$ cat config.mk
export PLATFORM = sky130hd
export DESIGN_NAME = exception_priority_vector_unit
export DESIGN_NICKNAME = d
export VERILOG_FILES = /design/src/evu_pkg.sv /design/src/exception_priority_vector_unit.sv
export SDC_FILE = /design/constraint.sdc
export NUM_CORES = 1
export LEC_CHECK = 0
export ABC_AREA = 1
export BUFFER_PORTS_ARGS = -buffer_cell sky130_fd_sc_hd__buf_4
export CORE_MARGIN = 10
export CORE_UTILIZATION = 45
export CTS_CLUSTER_SIZE = 30
export DETAILED_ROUTE_END_ITERATION = 12
export GPL_TIMING_DRIVEN = 0
export HOLD_SLACK_MARGIN = 0.1
export PLACE_DENSITY_LB_ADDON = 0.25
export RECOVER_POWER = 50
export SYNTH_ARGS = -nofsm -noshare
export SYNTH_HDL_FRONTEND = slang
export SYNTH_SLANG_ARGS = --single-unit
export TNS_END_PERCENT = 1
$ cat constraint.sdc
create_clock -name core_clk_i -period 4.2 [get_ports core_clk_i]
set_input_delay 0.84 -clock core_clk_i [delete_from_list [all_inputs] [get_ports core_clk_i]]
set_output_delay 0.84 -clock core_clk_i [all_outputs]
set_load 0.01 [all_outputs]
$ cat src/evu_pkg.sv
// Package: constants and carriers for the exception priority vector unit
package evu_pkg;
    localparam logic [15:0] RST_PIN_VEC = 16'hfffe;
    localparam logic [15:0] RST_CLKMON_VEC = 16'hfffc;
    localparam logic [15:0] RST_WDOG_VEC = 16'hfffa;
    localparam logic [7:0] OFS_TRAP = 8'hf8;
    localparam logic [7:0] OFS_SWI = 8'hf6;
    localparam logic [7:0] OFS_HIGH = 8'hf4;
    localparam logic [7:0] OFS_EXT = 8'hf2;
    localparam logic [7:0] OFS_LOW_TOP = 8'hf0;
    localparam logic [7:0] OFS_LOW_BOT = 8'h82;
    localparam logic [7:0] OFS_SPURIOUS = 8'h80;
    localparam logic [7:0] BASE_RESET = 8'hff;
    localparam logic [7:0] BASE_DEBUG = 8'hff;
    localparam logic [7:0] LOW_BYTE_ZERO = 8'h00;
    // Low-priority slots between the bottom and top offsets, two bytes apart
    localparam int NUM_LOW = (int'(OFS_LOW_TOP) - int'(OFS_LOW_BOT)) / 2 + 1;
    // Register map of the plain register port
    localparam logic [1:0] ADDR_BASE = 2'h0;
    localparam logic [1:0] ADDR_FLAGS = 2'h1;
    localparam logic [1:0] ADDR_STATUS = 2'h2;
    localparam logic [1:0] ADDR_WINNER = 2'h3;
    localparam int FLAG_LOW_MASK = 0;
    localparam int FLAG_HIGH_MASK = 1;
    localparam int FLAG_LINK_PRESENT = 2;

    typedef struct packed {
        logic pin_rst;
        logic clkmon_rst;
        logic wdog_rst;
        logic trap;
        logic software_interrupt_instr;
        logic high_pin;
        logic ext_pin;
        logic link_err;
        logic link_irq;
    } exc_req_t;

    typedef struct packed {
        logic low_mask;
        logic high_mask;
    } cpu_condition_flags_t;
endpackage

$ cat src/exception_priority_vector_unit.sv
// Exception priority decoder and vector supply for the CPU core
//
// Summary of operation
// RQ1: Highest vector address wins among pending.
// RQ2: Low request needs enable, mask clear, none higher.
// RQ3: Unmaskable-by-low-mask requests outrank all low.
// RQ4: High request preempts low routine, high mask clear.
// RQ5: Trap and software interrupt nest freely.
// RQ6: Vector chosen at fetch time, newest winner.
// RQ7: No source at fetch gives spurious vector.
// RQ8: Three fixed reset vectors in priority order.
// RQ9: Trap then software interrupt below resets.
// RQ10: High slot then external slot next.
// RQ11: Die link drives high and external slots.
// RQ12: Low sources fill slots, falling by low byte.
// RQ13: Vectors are sixteen bits wide.
// RQ14: Low routine preemptable by unmasked higher request.
// RQ15: Low nesting only after low mask cleared.
// RQ16: Low wake-up qualified as in run mode.
// RQ17: Only asynchronous requests wake from stop. The code also wakes from stop on the synchronised high request.
// RQ18: High request wakes despite mask, no handler.
// RQ19: Sources hold requests until handler begins.
// RQ20: High wake request held past resume.
// RQ21: Software sets base then clears mask flags.
// RQ22: Base is upper byte, zero lower byte.
// RQ23: Base register resets to all ones.
// RQ24: Debug active forces upper byte to ones.
// RQ25: Reset vectors ignore the base register.
// RQ26: Vector sampled on fetch strobe, held stable.
//
// Design decisions made here: the address map and the address-and-strobe port.
module exception_priority_vector_unit #(
    parameter int NUM_LOW = evu_pkg::NUM_LOW
) (
    input wire logic core_clk_i,
    input wire logic rst_i,
    input wire evu_pkg::exc_req_t req_i,
    input wire logic [NUM_LOW-1:0] low_req_i,
    input wire logic [NUM_LOW-1:0] low_async_i,
    input wire logic background_debug_state_i,
    input wire logic stop_mode_i,
    input wire logic wait_mode_i,
    input wire logic vec_fetch_i,
    input wire logic [1:0] reg_addr_i,
    input wire logic [7:0] reg_wdata_i,
    input wire logic reg_wr_i,
    input wire logic reg_rd_i,
    output logic [7:0] reg_rdata_o,
    output logic [15:0] vector_o,
    output logic vector_valid_o,
    output logic irq_pending_o,
    output logic wakeup_o,
    output logic wake_no_handler_o,
    output evu_pkg::cpu_condition_flags_t cpu_condition_flags_o
);

    ////////////////////////////////////////////////////////////////////////
    // Request synchronisers: requests come from other logic or pins

    evu_pkg::exc_req_t req_s1_r, req_s2_r;
    logic [NUM_LOW-1:0] low_s1_r, low_s2_r;
    logic dbg_s1_r, dbg_s2_r;

    always_ff @(posedge core_clk_i) begin
        if (rst_i) begin
            req_s1_r <= '0;
            req_s2_r <= '0;
            low_s1_r <= '0;
            low_s2_r <= '0;
            dbg_s1_r <= 1'b0;
            dbg_s2_r <= 1'b0;
        end else begin
            req_s1_r <= req_i;
            req_s2_r <= req_s1_r;
            low_s1_r <= low_req_i;
            low_s2_r <= low_s1_r;
            dbg_s1_r <= background_debug_state_i;
            dbg_s2_r <= dbg_s1_r;
        end
    end

    ////////////////////////////////////////////////////////////////////////
    // Registers

    logic [7:0] vector_base_upper_reg_r;
    logic [NUM_LOW-1:0] low_enable_r;
    logic low_mask_r, high_mask_r, link_present_r;
    logic [5:0] low_sel_r;

    always_ff @(posedge core_clk_i) begin
        if (rst_i) begin
            vector_base_upper_reg_r <= evu_pkg::BASE_RESET; // see RQ23
        end else if (reg_wr_i && reg_addr_i == evu_pkg::ADDR_BASE) begin
            vector_base_upper_reg_r <= reg_wdata_i;
        end
    end

    // Both masks set out of reset, as a CPU would leave them
    always_ff @(posedge core_clk_i) begin
        if (rst_i) begin
            low_mask_r <= 1'b1;
            high_mask_r <= 1'b1;
            link_present_r <= 1'b0;
        end else if (reg_wr_i && reg_addr_i == evu_pkg::ADDR_FLAGS) begin
            low_mask_r <= reg_wdata_i[evu_pkg::FLAG_LOW_MASK];
            high_mask_r <= reg_wdata_i[evu_pkg::FLAG_HIGH_MASK];
            link_present_r <= reg_wdata_i[evu_pkg::FLAG_LINK_PRESENT];
        end
    end

    // Local enables written eight at a time; index selects the byte
    always_ff @(posedge core_clk_i) begin
        if (rst_i) begin
            low_enable_r <= '0;
            low_sel_r <= '0;
        end else if (reg_wr_i && reg_addr_i == evu_pkg::ADDR_STATUS) begin
            low_sel_r <= reg_wdata_i[5:0];
        end else if (reg_wr_i && reg_addr_i == evu_pkg::ADDR_WINNER) begin
            for (int i = 0; i < NUM_LOW; i++) begin
                if (i / 8 == int'(low_sel_r[2:0])) begin
                    low_enable_r[i] <= reg_wdata_i[i % 8];
                end
            end
        end
    end

    ////////////////////////////////////////////////////////////////////////
    // Priority decode

    logic high_src, ext_src;
    logic [NUM_LOW-1:0] low_qual;
    logic [7:0] upper_byte;
    logic [15:0] winner_vec;
    logic winner_any, low_blocked;

    always_comb begin
        // Die link replaces the pin requests when present
        high_src = link_present_r ? req_s2_r.link_err : req_s2_r.high_pin; // see RQ11
        ext_src = link_present_r ? req_s2_r.link_irq : req_s2_r.ext_pin; // see RQ11
        low_blocked = req_s2_r.software_interrupt_instr | req_s2_r.trap | (high_src & ~high_mask_r); // see RQ2
        low_qual = low_s2_r & low_enable_r & {NUM_LOW{~low_mask_r & ~low_blocked}}; // see RQ15
        upper_byte = dbg_s2_r ? evu_pkg::BASE_DEBUG : vector_base_upper_reg_r; // see RQ24
        winner_any = 1'b1;
        // Default is spurious when nothing is left at fetch
        winner_vec = {upper_byte, evu_pkg::OFS_SPURIOUS}; // see RQ7 RQ22
        // Ascending scan: the last hit is the highest vector
        for (int i = 0; i < NUM_LOW; i++) begin
            if (low_qual[i]) begin
                winner_vec = {upper_byte, 8'(evu_pkg::OFS_LOW_BOT + 8'(2 * i))}; // see RQ12 RQ1
            end
        end
        if (ext_src && !low_mask_r) begin
            winner_vec = {upper_byte, evu_pkg::OFS_EXT}; // see RQ10 RQ14
        end
        if (high_src && !high_mask_r) begin
            winner_vec = {upper_byte, evu_pkg::OFS_HIGH}; // see RQ4 RQ10 RQ3
        end
        if (req_s2_r.software_interrupt_instr) begin
            winner_vec = {upper_byte, evu_pkg::OFS_SWI}; // see RQ9 RQ5
        end
        if (req_s2_r.trap) begin
            winner_vec = {upper_byte, evu_pkg::OFS_TRAP}; // see RQ9 RQ5
        end
        // Reset vectors are absolute, base not applied
        if (req_s2_r.wdog_rst) begin
            winner_vec = evu_pkg::RST_WDOG_VEC; // see RQ8 RQ25
        end
        if (req_s2_r.clkmon_rst) begin
            winner_vec = evu_pkg::RST_CLKMON_VEC; // see RQ8 RQ25
        end
        if (req_s2_r.pin_rst) begin
            winner_vec = evu_pkg::RST_PIN_VEC; // see RQ8 RQ25
        end
        winner_any = (winner_vec[7:0] != evu_pkg::OFS_SPURIOUS) ||
                     (winner_vec[15:8] != upper_byte);
    end

    ////////////////////////////////////////////////////////////////////////
    // Vector output: latched on the fetch strobe, stable until the next

    always_ff @(posedge core_clk_i) begin
        if (rst_i) begin
            vector_o <= evu_pkg::RST_PIN_VEC;
            vector_valid_o <= 1'b0;
        end else begin
            vector_valid_o <= vec_fetch_i;
            if (vec_fetch_i) begin
                vector_o <= winner_vec; // see RQ6 RQ26 RQ13
            end
        end
    end

    always_ff @(posedge core_clk_i) begin
        if (rst_i) begin
            irq_pending_o <= 1'b0;
        end else begin
            irq_pending_o <= winner_any;
        end
    end

    ////////////////////////////////////////////////////////////////////////
    // Wake-up from stop or wait

    logic low_wake, async_wake;

    always_comb begin
        low_wake = |low_qual; // see RQ16
        // Stop has no clock for the synchroniser; of the low sources only asynchronous ones count
        // Same qualification as run mode, then restricted to asynchronous sources
        async_wake = |(low_qual & low_async_i); // see RQ17 RQ16
    end

    always_ff @(posedge core_clk_i) begin
        if (rst_i) begin
            wakeup_o <= 1'b0;
            wake_no_handler_o <= 1'b0;
        end else begin
            wakeup_o <= (wait_mode_i && (low_wake || high_src)) ||
                        (stop_mode_i && (async_wake || high_src)); // see RQ17 RQ18
            wake_no_handler_o <= (wait_mode_i || stop_mode_i) && high_src &&
                                 high_mask_r; // see RQ18
        end
    end

    ////////////////////////////////////////////////////////////////////////
    // Register reads, data one cycle after the strobe

    always_ff @(posedge core_clk_i) begin
        if (rst_i) begin
            reg_rdata_o <= '0;
        end else if (reg_rd_i) begin
            case (reg_addr_i)
                evu_pkg::ADDR_BASE: reg_rdata_o <= vector_base_upper_reg_r;
                evu_pkg::ADDR_FLAGS: reg_rdata_o <= {5'h00, link_present_r, high_mask_r,
                                                     low_mask_r};
                evu_pkg::ADDR_STATUS: reg_rdata_o <= {2'h0, low_sel_r};
                evu_pkg::ADDR_WINNER: reg_rdata_o <= winner_vec[7:0];
                default: reg_rdata_o <= '0;
            endcase
        end else begin
            reg_rdata_o <= '0;
        end
    end

    always_ff @(posedge core_clk_i) begin
        if (rst_i) begin
            cpu_condition_flags_o <= '{low_mask: 1'b1, high_mask: 1'b1};
        end else begin
            cpu_condition_flags_o <= '{low_mask: low_mask_r, high_mask: high_mask_r};
        end
    end
endmodule

Yosys cells after proc, flatten, opt, wreduce, memory -nomap -nowiden
Index checks and enable logic that the tools add are counted.
{ "totals": {"elab_cells": 161, "input_bits": 139, "register_bits": 235, "out_inout_bits": 30} }
{ "classes": {"n_reduce_logical": 29, "eq_ne": 11, "muxes": 67, "bitwise": 12} }
{ "op_table": {"columns": ["op", "n"], "rows": [
  ["7-bit 2-to-1 mux", 29],
  ["56-bit bitwise AND", 3],
  ["56-bit OR reduction", 2],
  ["6-bit 2-to-1 mux", 16],
  ["16-bit 2-to-1 mux", 3],
  ["5-bit 2-to-1 mux", 8],
  ["8-bit one-hot mux with 4 select lines", 1],
  ["3-bit AND reduction", 7],
  ["4-bit 2-to-1 mux", 4],
  ["3-bit equality test (first input constant)", 4],
  ["1-bit logical AND", 10],
  ["8-bit 2-to-1 mux", 1],
  ["8-bit inequality test", 1],
  ["8-bit inequality test (second input constant)", 1],
  ["2-bit by 3-bit equality test with 1-bit output (first input constant)", 2],
  ["3-bit 2-to-1 mux", 2],
  ["1-bit logical OR", 5],
  ["1-bit NOT", 5],
  ["2-bit equality test (second input constant)", 2],
  ["3-bit logical NOT", 1],
  ["1-bit bitwise AND", 2],
  ["2-bit by 1-bit equality test with 1-bit output (second input constant)", 1],
  ["1-bit logical NOT", 2],
  ["2-bit logical NOT", 1],
  ["other kinds (4)", 6]
]} }

Logic depth before layout (Yosys ltp)
Gate-level depths: netlist of the first run.
{ "logic_depth": {"word_depth": 71, "depth_mapped": 67} }

Least setup slack after synthesis of the first run
OpenSTA, ideal clock, no wires.
{ "synth_timing": {"kind": "reg-to-reg", "startpoint": "reg link_present_r", "endpoint": "reg irq_pending_o", "t_arrival_ns": 3.593, "stages_incl_launch_ff": 67, "setup_time_ns": 0.112, "path_slack_ns": 0.495, "n_path_buf": 0, "cell_sequence": "dfxtp_1 > inv_1 > nand2_2 > nand3_4 > nand3_4 > nor2_4 > nand3_1 > nand2_1 > nand2_1 > nand2_1 > nand2_1 > nand2_1 > nand2_1 > nand2_1 > nand2_1 > nand2_1 > nand2_1 > nand2_1 > [31 not listed] > nand2_1 > nand2_1 > nand2_1 > nand2_1 > nand2_1 > nand2_1 > nand2_1 > nand2_1 > nand2_1 > nand2_1 > nand2_1 > nand2_1 > nand2_1 > nand2_1 > nand2_1 > nand2_2 > o21ai_2 > inv_1"} }
{ "synth_via": {"elab_chain_cells": 71, "word_cells_on_any_way": 74, "cone_classes": "eq/ne: 1; mux: 65; bitwise: 5; reduce/logical: 3"} }
{ "synth_lines": {"columns": ["element", "line_no", "rtl"], "rows": [
  ["start: declaration", "exception_priority_vector_unit.sv:87", "logic low_mask_r, high_mask_r, link_present_r;"],
  ["start signal: assignment", "exception_priority_vector_unit.sv:107", "link_present_r <= reg_wdata_i[evu_pkg::FLAG_LINK_PRESENT];"],
  ["1-bit 2-to-1 mux", "exception_priority_vector_unit.sv:138", "high_src = link_present_r ? req_s2_r.link_err : req_s2_r.high_pin;"],
  ["1-bit bitwise AND", "exception_priority_vector_unit.sv:140", "low_blocked = req_s2_r.software_interrupt_instr | req_s2_r.trap | (high_src & ~high_mask_r);"],
  ["1-bit bitwise OR", "exception_priority_vector_unit.sv:140", null],
  ["1-bit NOT", "exception_priority_vector_unit.sv:141", "low_qual = low_s2_r & low_enable_r & {NUM_LOW{~low_mask_r & ~low_blocked}};"],
  ["1-bit bitwise AND", "exception_priority_vector_unit.sv:141", null],
  ["56-bit bitwise AND", "exception_priority_vector_unit.sv:141", null],
  ["2-bit 2-to-1 mux", "exception_priority_vector_unit.sv:148", "if (low_qual[i]) begin"],
  ["3-bit 2-to-1 mux (2 in series)", "exception_priority_vector_unit.sv:148", null],
  ["[54 not listed]", null, null],
  ["7-bit 2-to-1 mux *", "exception_priority_vector_unit.sv:155", "if (high_src && !high_mask_r) begin"],
  ["7-bit 2-to-1 mux *", "exception_priority_vector_unit.sv:158", "if (req_s2_r.software_interrupt_instr) begin"],
  ["7-bit 2-to-1 mux *", "exception_priority_vector_unit.sv:161", "if (req_s2_r.trap) begin"],
  ["16-bit 2-to-1 mux *", "exception_priority_vector_unit.sv:165", "if (req_s2_r.wdog_rst) begin"],
  ["16-bit 2-to-1 mux *", "exception_priority_vector_unit.sv:168", "if (req_s2_r.clkmon_rst) begin"],
  ["16-bit 2-to-1 mux *", "exception_priority_vector_unit.sv:171", "if (req_s2_r.pin_rst) begin"],
  ["8-bit inequality test *", "exception_priority_vector_unit.sv:174", "winner_any = (winner_vec[7:0] != evu_pkg::OFS_SPURIOUS) ||"],
  ["1-bit logical OR *", "exception_priority_vector_unit.sv:174", null],
  ["end signal: assignment", "exception_priority_vector_unit.sv:197", "irq_pending_o <= winner_any;"],
  ["end: declaration", "exception_priority_vector_unit.sv:51", "output logic irq_pending_o,"]
]} }
Every way passes the cells marked *; elsewhere a longest branch is shown, timed or not.
A chain may end at the register's enable or synchronous reset.

Worst setup path after layout of the first run
{ "layout_timing": {"startpoint": "reg link_present_r", "endpoint": "reg reg_rdata_o[1]"} }
{ "layout_via": {"elab_chain_cells": 70, "word_cells_on_any_way": 73, "cone_classes": "mux: 66; bitwise: 5; reduce/logical: 2"} }
{ "layout_lines": {"columns": ["element", "line_no", "rtl"], "rows": [
  ["1-bit 2-to-1 mux", "exception_priority_vector_unit.sv:138", null],
  ["1-bit bitwise AND", "exception_priority_vector_unit.sv:140", null],
  ["1-bit bitwise OR", "exception_priority_vector_unit.sv:140", null],
  ["1-bit NOT", "exception_priority_vector_unit.sv:141", null],
  ["1-bit bitwise AND", "exception_priority_vector_unit.sv:141", null],
  ["56-bit bitwise AND", "exception_priority_vector_unit.sv:141", null],
  ["2-bit 2-to-1 mux", "exception_priority_vector_unit.sv:148", null],
  ["3-bit 2-to-1 mux (2 in series)", "exception_priority_vector_unit.sv:148", null],
  ["[53 not listed]", null, null],
  ["7-bit 2-to-1 mux", "exception_priority_vector_unit.sv:152", "if (ext_src && !low_mask_r) begin"],
  ["7-bit 2-to-1 mux *", "exception_priority_vector_unit.sv:155", null],
  ["7-bit 2-to-1 mux *", "exception_priority_vector_unit.sv:158", null],
  ["7-bit 2-to-1 mux *", "exception_priority_vector_unit.sv:161", null],
  ["16-bit 2-to-1 mux *", "exception_priority_vector_unit.sv:165", null],
  ["16-bit 2-to-1 mux *", "exception_priority_vector_unit.sv:168", null],
  ["16-bit 2-to-1 mux *", "exception_priority_vector_unit.sv:171", null],
  ["8-bit one-hot mux with 4 select lines *", "exception_priority_vector_unit.sv:232", "case (reg_addr_i)"],
  ["end signal: assignment", "exception_priority_vector_unit.sv:233", "evu_pkg::ADDR_BASE: reg_rdata_o <= vector_base_upper_reg_r;"],
  ["end signal: assignment", "exception_priority_vector_unit.sv:234", "evu_pkg::ADDR_FLAGS: reg_rdata_o <= {5'h00, link_present_r, high_mask_r,"],
  ["end signal: assignment", "exception_priority_vector_unit.sv:236", "evu_pkg::ADDR_STATUS: reg_rdata_o <= {2'h0, low_sel_r};"],
  ["end: declaration", "exception_priority_vector_unit.sv:48", "output logic [7:0] reg_rdata_o,"]
]} }
Marked as above.

==> impl_metrics.ini, run 1 <==
[outcome]
status = finished, violations left
violations = setup timing

[synth]
ys_seq_area_share_pct = 52.0
yosysTopAreaCell = dfxtp_1
netlist_instances = 1238
synth_cell_type_count = 34
avgSynthCellArea_um2 = 7.24
synthesis.area_mm2 = 0.00896
yosys-top-cells-area = dfxtp_1 52%, nor2_1 12%, inv_1 9.4%
synth_fp_nets = 1377
ys_seq_elements = 233
netlist.area_leader.share_pct = 52.0
ys_warn_count = 0

[global_route]
grt_max_degree = 14
overflow = 0
grt_pass1_wl_mm = 40.1
antenna_found_initial = 2
grt_usage_pct = 18.7
grt_pass1_vias = 8205

[floorplanning]
die_area_mm2 = 0.0260
start_util_pct = 45.9
die_y_um = 161
ios = 169
rows = 51
dieWidth_um = 161
core-area_mm2 = 0.0195

[timing]
worstMarginPinSlew_ns = 1.10
setup-tns-final_ns = -0.675
rsz0062_at_grt = true
fin_crit_ns = 4.45
finalSetupViolCount = 3
finalMaxSlewViolations = 0
fin_skew_ns = 0.0111
final_hold_viol_count = 0
max_freq_mhz = 225
slew-limit-headroom_pct = 25.0
period_share_pct = 106
setup_slack_ns = -0.252

[final_layout]
instances_no_fill = 1714
nets = 1571
drive_gt1_share_pct = 14.6
nFillCells = 1907
area_growth_pct = 26.3
layout.cells.most_common_list = 279 x nor2_1, 231 x dfxtp_1, 224 x inv_1
layout_commonest_cell = nor2_1

[setup_path]
startpoint_type = register
worstPathMaxFanout = 4
cp.required_ns = 4.64
worstPathArrival_ns = 4.89
worst_path_max_delay_cell = dfxtp_4
max_stage_delay_ns = 0.38
critical_path_class = reg -> reg
cpMostUsedCell = nand2_1
crit_path_end_kind = register

[cts]
clock-sinks = 233
cts-buffers-inserted = 24
cts_tree = done
path_clk_slew_ns = 0.06
cts_max_path_buffers = 3
cts-root-buf = clkbuf_16
cts_max_level = 1
holdBufCountCts = 0
clk_latency_ns = 0.51

[place]
placedCellCount = 1660
gp_congestion = 0.901
numPortBuffers = 157
dp_hpwl_mm = 19.3

[routing]
finalWirelength_mm = 25.6
drc = 0
dr.pass1.iters = 5
num_vias = 8367
antenna_left = 0
drt_iter0_drc = 716
viasPerCell = 4.88
wire_per_inst_um = 14.9

[pwr]
p_leak_nw = 5.86
powerDensity_mw_per_mm2 = 427
ir_drop_v = 0.000311

[flow_run]
cap_violations = 0

[worst_hold_path]
worstHoldPathType = reg -> reg
-- final cells by class --
| type | count | area (µm²) | share of cell area [%] |
|---|---|---|---|
| inverter | 229 | 862 | 7.61 |
| clock inverter | 7 | 87.6 | 0.773 |
| tap | 265 | 332 | 2.93 |
| timing repair buffer | 168 | 1170 | 10.3 |
| antenna | 1 | 2.50 | 0.0221 |
| buffer | 43 | 196 | 1.73 |
| sequential | 233 | 4670 | 41.2 |
| clock buffer | 35 | 713 | 6.30 |
| multi-input combinational | 733 | 3290 | 29.1 |
-- power by group --
| part | leakage (nW) | switching (mW) | internal, mW |
|---|---|---|---|
| Sequential | 1.92 | 0.0351 | 2.30 |
| Combinational | 3.55 | 0.203 | 0.154 |
| Clock | 0.394 | 0.844 | 1.29 |
| Total | 5.86 | 1.08 | 3.75 |
-- cells in the mapped netlist (all sizes together) --
master,n
o211ai,5
a221oi,4
nor4,9
nand3b,1
clkbuf,28
or3b,1
nand3,78
dfxtp,233
nor3,22
o21ai,78
inv,229
a31oi,4
conb,2
nor2,281
a311oi,1
o22ai,1
o2111ai,7
a2111oi,2
a21oi,34
buf,15
o221ai,1
nand2,187
o31ai,1
nand4,14
-- flip-flops by register name (all words and copies together) (netlist names), 2 cells and up --
name / count
req_s1_r: 9
low_s1_r: 56
reg_rdata_o: 8
cpu_condition_flags_o: 2
low_sel_r: 6
low_enable_r: 56
low_s2_r: 56
req_s2_r: 9
vector_base_upper_reg_r: 8
vector_o: 14
-- worst max-delay path, delay by kind of cell, from the launching register on --
kind	cells	cell delay, ns
compound gates	1	0.14
buf+inv	1	0.12
flops	1	0.38
simple gates	63	3.76
-- metrics by stage --
stage               hold slack, ns  instance area [µm²]  power (mW)  utilization (%)  setup slack [ns]
CTS                          0.402                11400        4.86             58.3            -0.225
floorplan                    0.388                 8960        2.55                -             0.495
global route                 0.406                11300        4.98             58.0            -0.972
global placement             0.391                10500        2.74             53.6            -0.286
detailed placement           0.394                10500        2.74             53.6            -0.314
finish                       0.395                11300        4.83             58.0            -0.252
-- logic make-up after synthesis --
group	share of synthesized area [%]
other	0.0838
buffers and inverters	11.7
DFF	52.0
and+or+nand+nor	27.5
AOI/OAI and AO/OA	8.65
-- timing repair --
item / 4_1_cts / 5_1_grt
pin swaps: 6 / 10
buffers inserted: 9 / 2
resized for setup: 8 / 12
endpoints found under the setup margin: 4 / 5
-- path summary, 6_finish.rpt --
kind	startpoint	endpoint	slack (ns)	cells past startpoint
worst min-delay path	low_s1_r[34]	low_s2_r[34]	0.40	2
worst max-delay path	link_present_r	reg_rdata_o[1]	-0.25	65
worst min register to register	low_s1_r[34]	low_s2_r[34]	0.40	2
worst max register to register	link_present_r	reg_rdata_o[1]	-0.25	65
-- routing by layer --
layer	vias up	track usage (%)	wire length, µm
met5	-	0	20
met4	2	6.16	579
met3	46	3.91	1670
met2	298	31.4	12100
met1	3822	23.3	11300
li1	4199	-	-
Note: power is estimated with default switching activity, not from simulation.
==> run 2, diff against run 1 <==
Clock period 4.2 ns to 4.9 ns, I/O delays scaled along.
==> run 2 against run 1 <==
Final cell count about the same. Highest routed layer unchanged. The flow now finishes without violations. Clock power down 14%. Non-clock buffer count shrank 1. Register-to-register slack improved by 0.72 ns.
==> impl_metrics.ini, run 2 (synthesized netlist as in run 1, its figures left out) <==
[floorplanning]
die_area_mm2 = 0.0260
start_util_pct = 45.9
ios = 169
die_y_um = 161
core-area_mm2 = 0.0195
dieWidth_um = 161
rows = 51

[final_layout]
multi_input_area_mm2 = 0.00327
nets = 1570
nFillCells = 1915
drive_gt1_share_pct = 14.2
area_growth_pct = 25.8
instances_no_fill = 1713
layout.cells.most_common_list = 279 x nor2_1, 231 x dfxtp_1, 224 x inv_1
layout_commonest_cell = nor2_1
top_regs = low_enable_r x56, low_s1_r x56, low_s2_r x56
ff_latch_area_mm2 = 0.00467

[pwr]
total_power_mw = 4.14
p_leak_nw = 5.85
ir_drop_v = 0.000267
powerDensity_mw_per_mm2 = 367

[outcome]
status = finished, final reports clean

[setup_path]
cp.required_ns = 5.34
max_stage_delay_ns = 0.36
worstPathArrival_ns = 4.87
crit_path_end_kind = register
worst_path_max_delay_cell = dfxtp_2
cpMostUsedCell = nand2_1
startpoint_type = register
critical_path_class = reg -> reg
worstPathMaxFanout = 10

[timing]
period_share_pct = 90.5
worstMarginPinSlew_ns = 1.09
setup-tns-final_ns = 0
finalMaxSlewViolations = 0
setup_slack_ns = 0.465
max_freq_mhz = 225
slew-limit-headroom_pct = 25.6
final_hold_viol_count = 0
rsz0062_at_grt = true
fin_crit_ns = 4.44
finalSetupViolCount = 0
worst_hold_slack_ns = 0.396
fin_skew_ns = 0.0145

[place]
gp_congestion = 0.901
dp_hpwl_mm = 19.3
numPortBuffers = 157
dp_slack_ns = 0.386
placedCellCount = 1660

[global_route]
grt_pass1_wl_mm = 39.7
grt_max_degree = 14
grt_usage_pct = 18.5
overflow = 0
antenna_found_initial = 2
grt_pass1_vias = 8116

[cts]
clk_latency_ns = 0.52
cts-root-buf = clkbuf_16
cts_max_path_buffers = 3
cts-buffers-inserted = 24
cts_tree = done
cts_max_level = 1
path_clk_slew_ns = 0.06
clock-sinks = 233
holdBufCountCts = 0

[routing]
num_vias = 8365
dr.pass1.iters = 5
wire_per_inst_um = 14.9
drt_iter0_drc = 756
antenna_left = 0
drc = 0
finalWirelength_mm = 25.5
viasPerCell = 4.88

[worst_hold_path]
worstHoldPathType = reg -> reg

[flow_run]
cap_violations = 0
-- run 2: cell count changes in the layout (fill, tap and decap cells not counted), moves of 2 or more --
| cell | before | now |
|---|---|---|
| a21oi_2 | 3 | 1 |
| nand3_1 | 71 | 73 |
| buf_4 | 142 | 144 |
| buf_6 | 3 | 1 |
| a21oi_1 | 31 | 33 |
| nand3_2 | 5 | 3 |
-- run 2: through the flow --
step,cell area (µm²),utilization [%]
after floorplan,8960,-
after detailed placement,10500,53.6
after CTS,11300,57.7
after global placement,10500,53.6
after global routing,11300,57.7
final,11300,57.7
-- run 2: final timing paths --
path	from	to	slack [ns]	cells after the start
setup / recovery	link_present_r	reg_rdata_o[1]	0.46	60
hold / removal	low_s1_r[34]	low_s2_r[34]	0.40	2
hold reg to reg	low_s1_r[34]	low_s2_r[34]	0.40	2
setup reg to reg	link_present_r	reg_rdata_o[1]	0.46	60
-- run 2: layout make-up --
cell class / instances / area share (%)
multi-input cells: 733 / 29.0
clock inverters: 7 / 0.777
repair buffers: 167 / 10.2
inverters: 229 / 7.63
diodes: 1 / 0.0222
well taps: 265 / 2.94
flip-flops and latches: 233 / 41.4
plain buffers: 43 / 1.68
clock buffers: 35 / 6.33
-- run 2: report_power, final --
part	leakage [nW]	total (mW)	switching, mW	internal, mW
registers	1.91	2.00	0.0295	1.97
clock network	0.394	1.83	0.725	1.11
logic	3.54	0.303	0.173	0.130
-- run 2: worst max-delay path, delay by kind of cell, from the launching register on --
family                 cells  cell delay (ns)
and+or+nand+nor           57             3.56
DFF                        1             0.36
buffers and inverters      2             0.33
AOI/OAI and AO/OA          1             0.14
-- run 2: routing by layer --
layer / share of wire, % / GRT usage (%) / wire, µm / vias up
met1: 44 / 23.2 / 11200 / 3791
met3: 7.0 / 3.89 / 1770 / 57
met2: 46 / 31.0 / 11800 / 314
li1: - / - / - / 4201
met4: 2.7 / 6.29 / 697 / 2
met5: 0.079 / 0 / 20 / -
-- run 2: what timing repair did --
action,4_1_cts,5_1_grt
setup endpoints to repair,0,4
buffers inserted,0,10
gates resized for setup,0,10
==> run 3, diff against run 2 <==
Settings changed: RECOVER_POWER 50 to not set.
==> run 3 against run 2 <==
Worst setup slack got worse by 0.0026 ns. Total power increased by 0.23%. Final cell count unchanged. Clock skew about the same. Sequential power about the same. Count of clock-buffer cells in the layout unchanged. Flip-flop and latch count unchanged. Critical endpoint is now irq_pending_o. Largest cell class unchanged.
==> impl_metrics.ini, run 3 (synthesized netlist as in run 1, its figures left out) <==
[routing]
drc = 0
finalWirelength_mm = 25.4
num_vias = 8384
viasPerCell = 4.89
dr.pass1.iters = 5
wire_per_inst_um = 14.8
drt_iter0_drc = 749
antenna_left = 0

[timing]
finalMaxSlewViolations = 0
rsz0062_at_grt = true
worstMarginPinSlew_ns = 1.12
fin_skew_ns = 0.0150
max_freq_mhz = 225
worst_hold_slack_ns = 0.396
final_hold_viol_count = 0
finalSetupViolCount = 0
slew-limit-headroom_pct = 23.6
period_share_pct = 90.6
fin_crit_ns = 4.44

[floorplanning]
die_area_mm2 = 0.0260
rows = 51
die_y_um = 161
dieWidth_um = 161
start_util_pct = 45.9
ios = 169
core-area_mm2 = 0.0195

[final_layout]
area_growth_pct = 27.0
drive_gt1_share_pct = 16.2
multi_input_area_mm2 = 0.00327
nFillCells = 1874
instances_no_fill = 1713
ff_latch_area_mm2 = 0.00467
layout.cells.most_common_list = 279 x nor2_1, 231 x dfxtp_1, 224 x inv_1
nets = 1570
layout_commonest_cell = nor2_1
top_regs = low_enable_r x56, low_s1_r x56, low_s2_r x56

[setup_path]
crit_path_end_kind = register
worst_path_max_delay_cell = dfxtp_2
cpMostUsedCell = nand2_1
startpoint_type = register
critical_path_class = reg -> reg
cp.required_ns = 5.30
regToRegSetupSlack_ns = 0.46
worstPathMaxFanout = 10
worstPathArrival_ns = 4.84
max_stage_delay_ns = 0.36

[pwr]
ir_drop_v = 0.000267
p_leak_nw = 5.95
powerDensity_mw_per_mm2 = 365

[flow_run]
cap_violations = 0

[outcome]
status = finished, final reports clean

[global_route]
grt_pass1_wl_mm = 39.7
grt_pass1_vias = 8116
grt_max_degree = 14
overflow = 0
grt_usage_pct = 18.5
antenna_found_initial = 2

[cts]
holdBufCountCts = 0
cts-root-buf = clkbuf_16
cts_max_level = 1
cts_tree = done
clk_latency_ns = 0.52
path_clk_slew_ns = 0.06
clock-sinks = 233
cts_max_path_buffers = 3
cts-buffers-inserted = 24

[place]
placedCellCount = 1660
gp_congestion = 0.901
numPortBuffers = 157
dp_hpwl_mm = 19.3

[worst_hold_path]
worstHoldPathType = reg -> reg
## run 3: cell types whose count changed in the layout (fill, tap and decap cells not counted), sizes merged
cell | previous run | this run
buf | 153 | 182
clkbuf | 92 | 63
## run 3: final timing paths
| kind | startpoint | end | depth (start not counted) |
|---|---|---|---|
| worst max register to register | link_present_r | irq_pending_o | 61 |
| worst max-delay path | link_present_r | irq_pending_o | 61 |
| worst min register to register | low_s1_r[34] | low_s2_r[34] | 2 |
| worst min-delay path | low_s1_r[34] | low_s2_r[34] | 2 |
## run 3: through the flow
step	total power, mW	area [µm²]	setup TNS [ns]	setup slack [ns]	util [%]
floorplan	2.18	8960	0	1.20	-
global placement	2.35	10500	0	0.414	53.6
detailed placement	2.35	10500	0	0.386	53.6
CTS	4.16	11300	0	0.346	57.7
global route	4.27	11400	-0.627	-0.250	58.3
finish	4.15	11400	0	0.462	58.3
## run 3: worst max-delay path, delay by kind of cell (launching register included)
kind	cells	cell delay [ns]
AND/OR/NAND/NOR	57	3.46
flip-flops	1	0.36
AO/OA/AOI/OAI	1	0.15
buffers and inverters	3	0.38
## run 3: where the power goes
part / total, mW / switching, mW / internal [mW]
clock network: 1.83 / 0.724 / 1.11
registers: 2.00 / 0.0297 / 1.97
logic: 0.313 / 0.172 / 0.141
## run 3: area by class of cell
class / instances / area share (%)
antenna: 1 / 0.0220
buffer: 43 / 1.66
clock buffer: 35 / 6.27
clock inverter: 7 / 0.770
inverter: 229 / 7.55
multi-input combinational: 733 / 28.8
sequential: 233 / 41.0
tap: 265 / 2.91
timing repair buffer: 167 / 11.0
## run 3: repair_timing
item,4_1_cts,5_1_grt
buffers inserted,0,10
gates resized for setup,0,10
setup endpoints to repair,0,4
## run 3: metal layers
layer | routed length [µm] | vias up | GRT usage, %
li1 | - | 4193 | -
met1 | 11100 | 3817 | 23.2
met3 | 1750 | 57 | 3.89
met2 | 11800 | 315 | 31.0
met4 | 683 | 2 | 6.29
met5 | 20 | - | 0
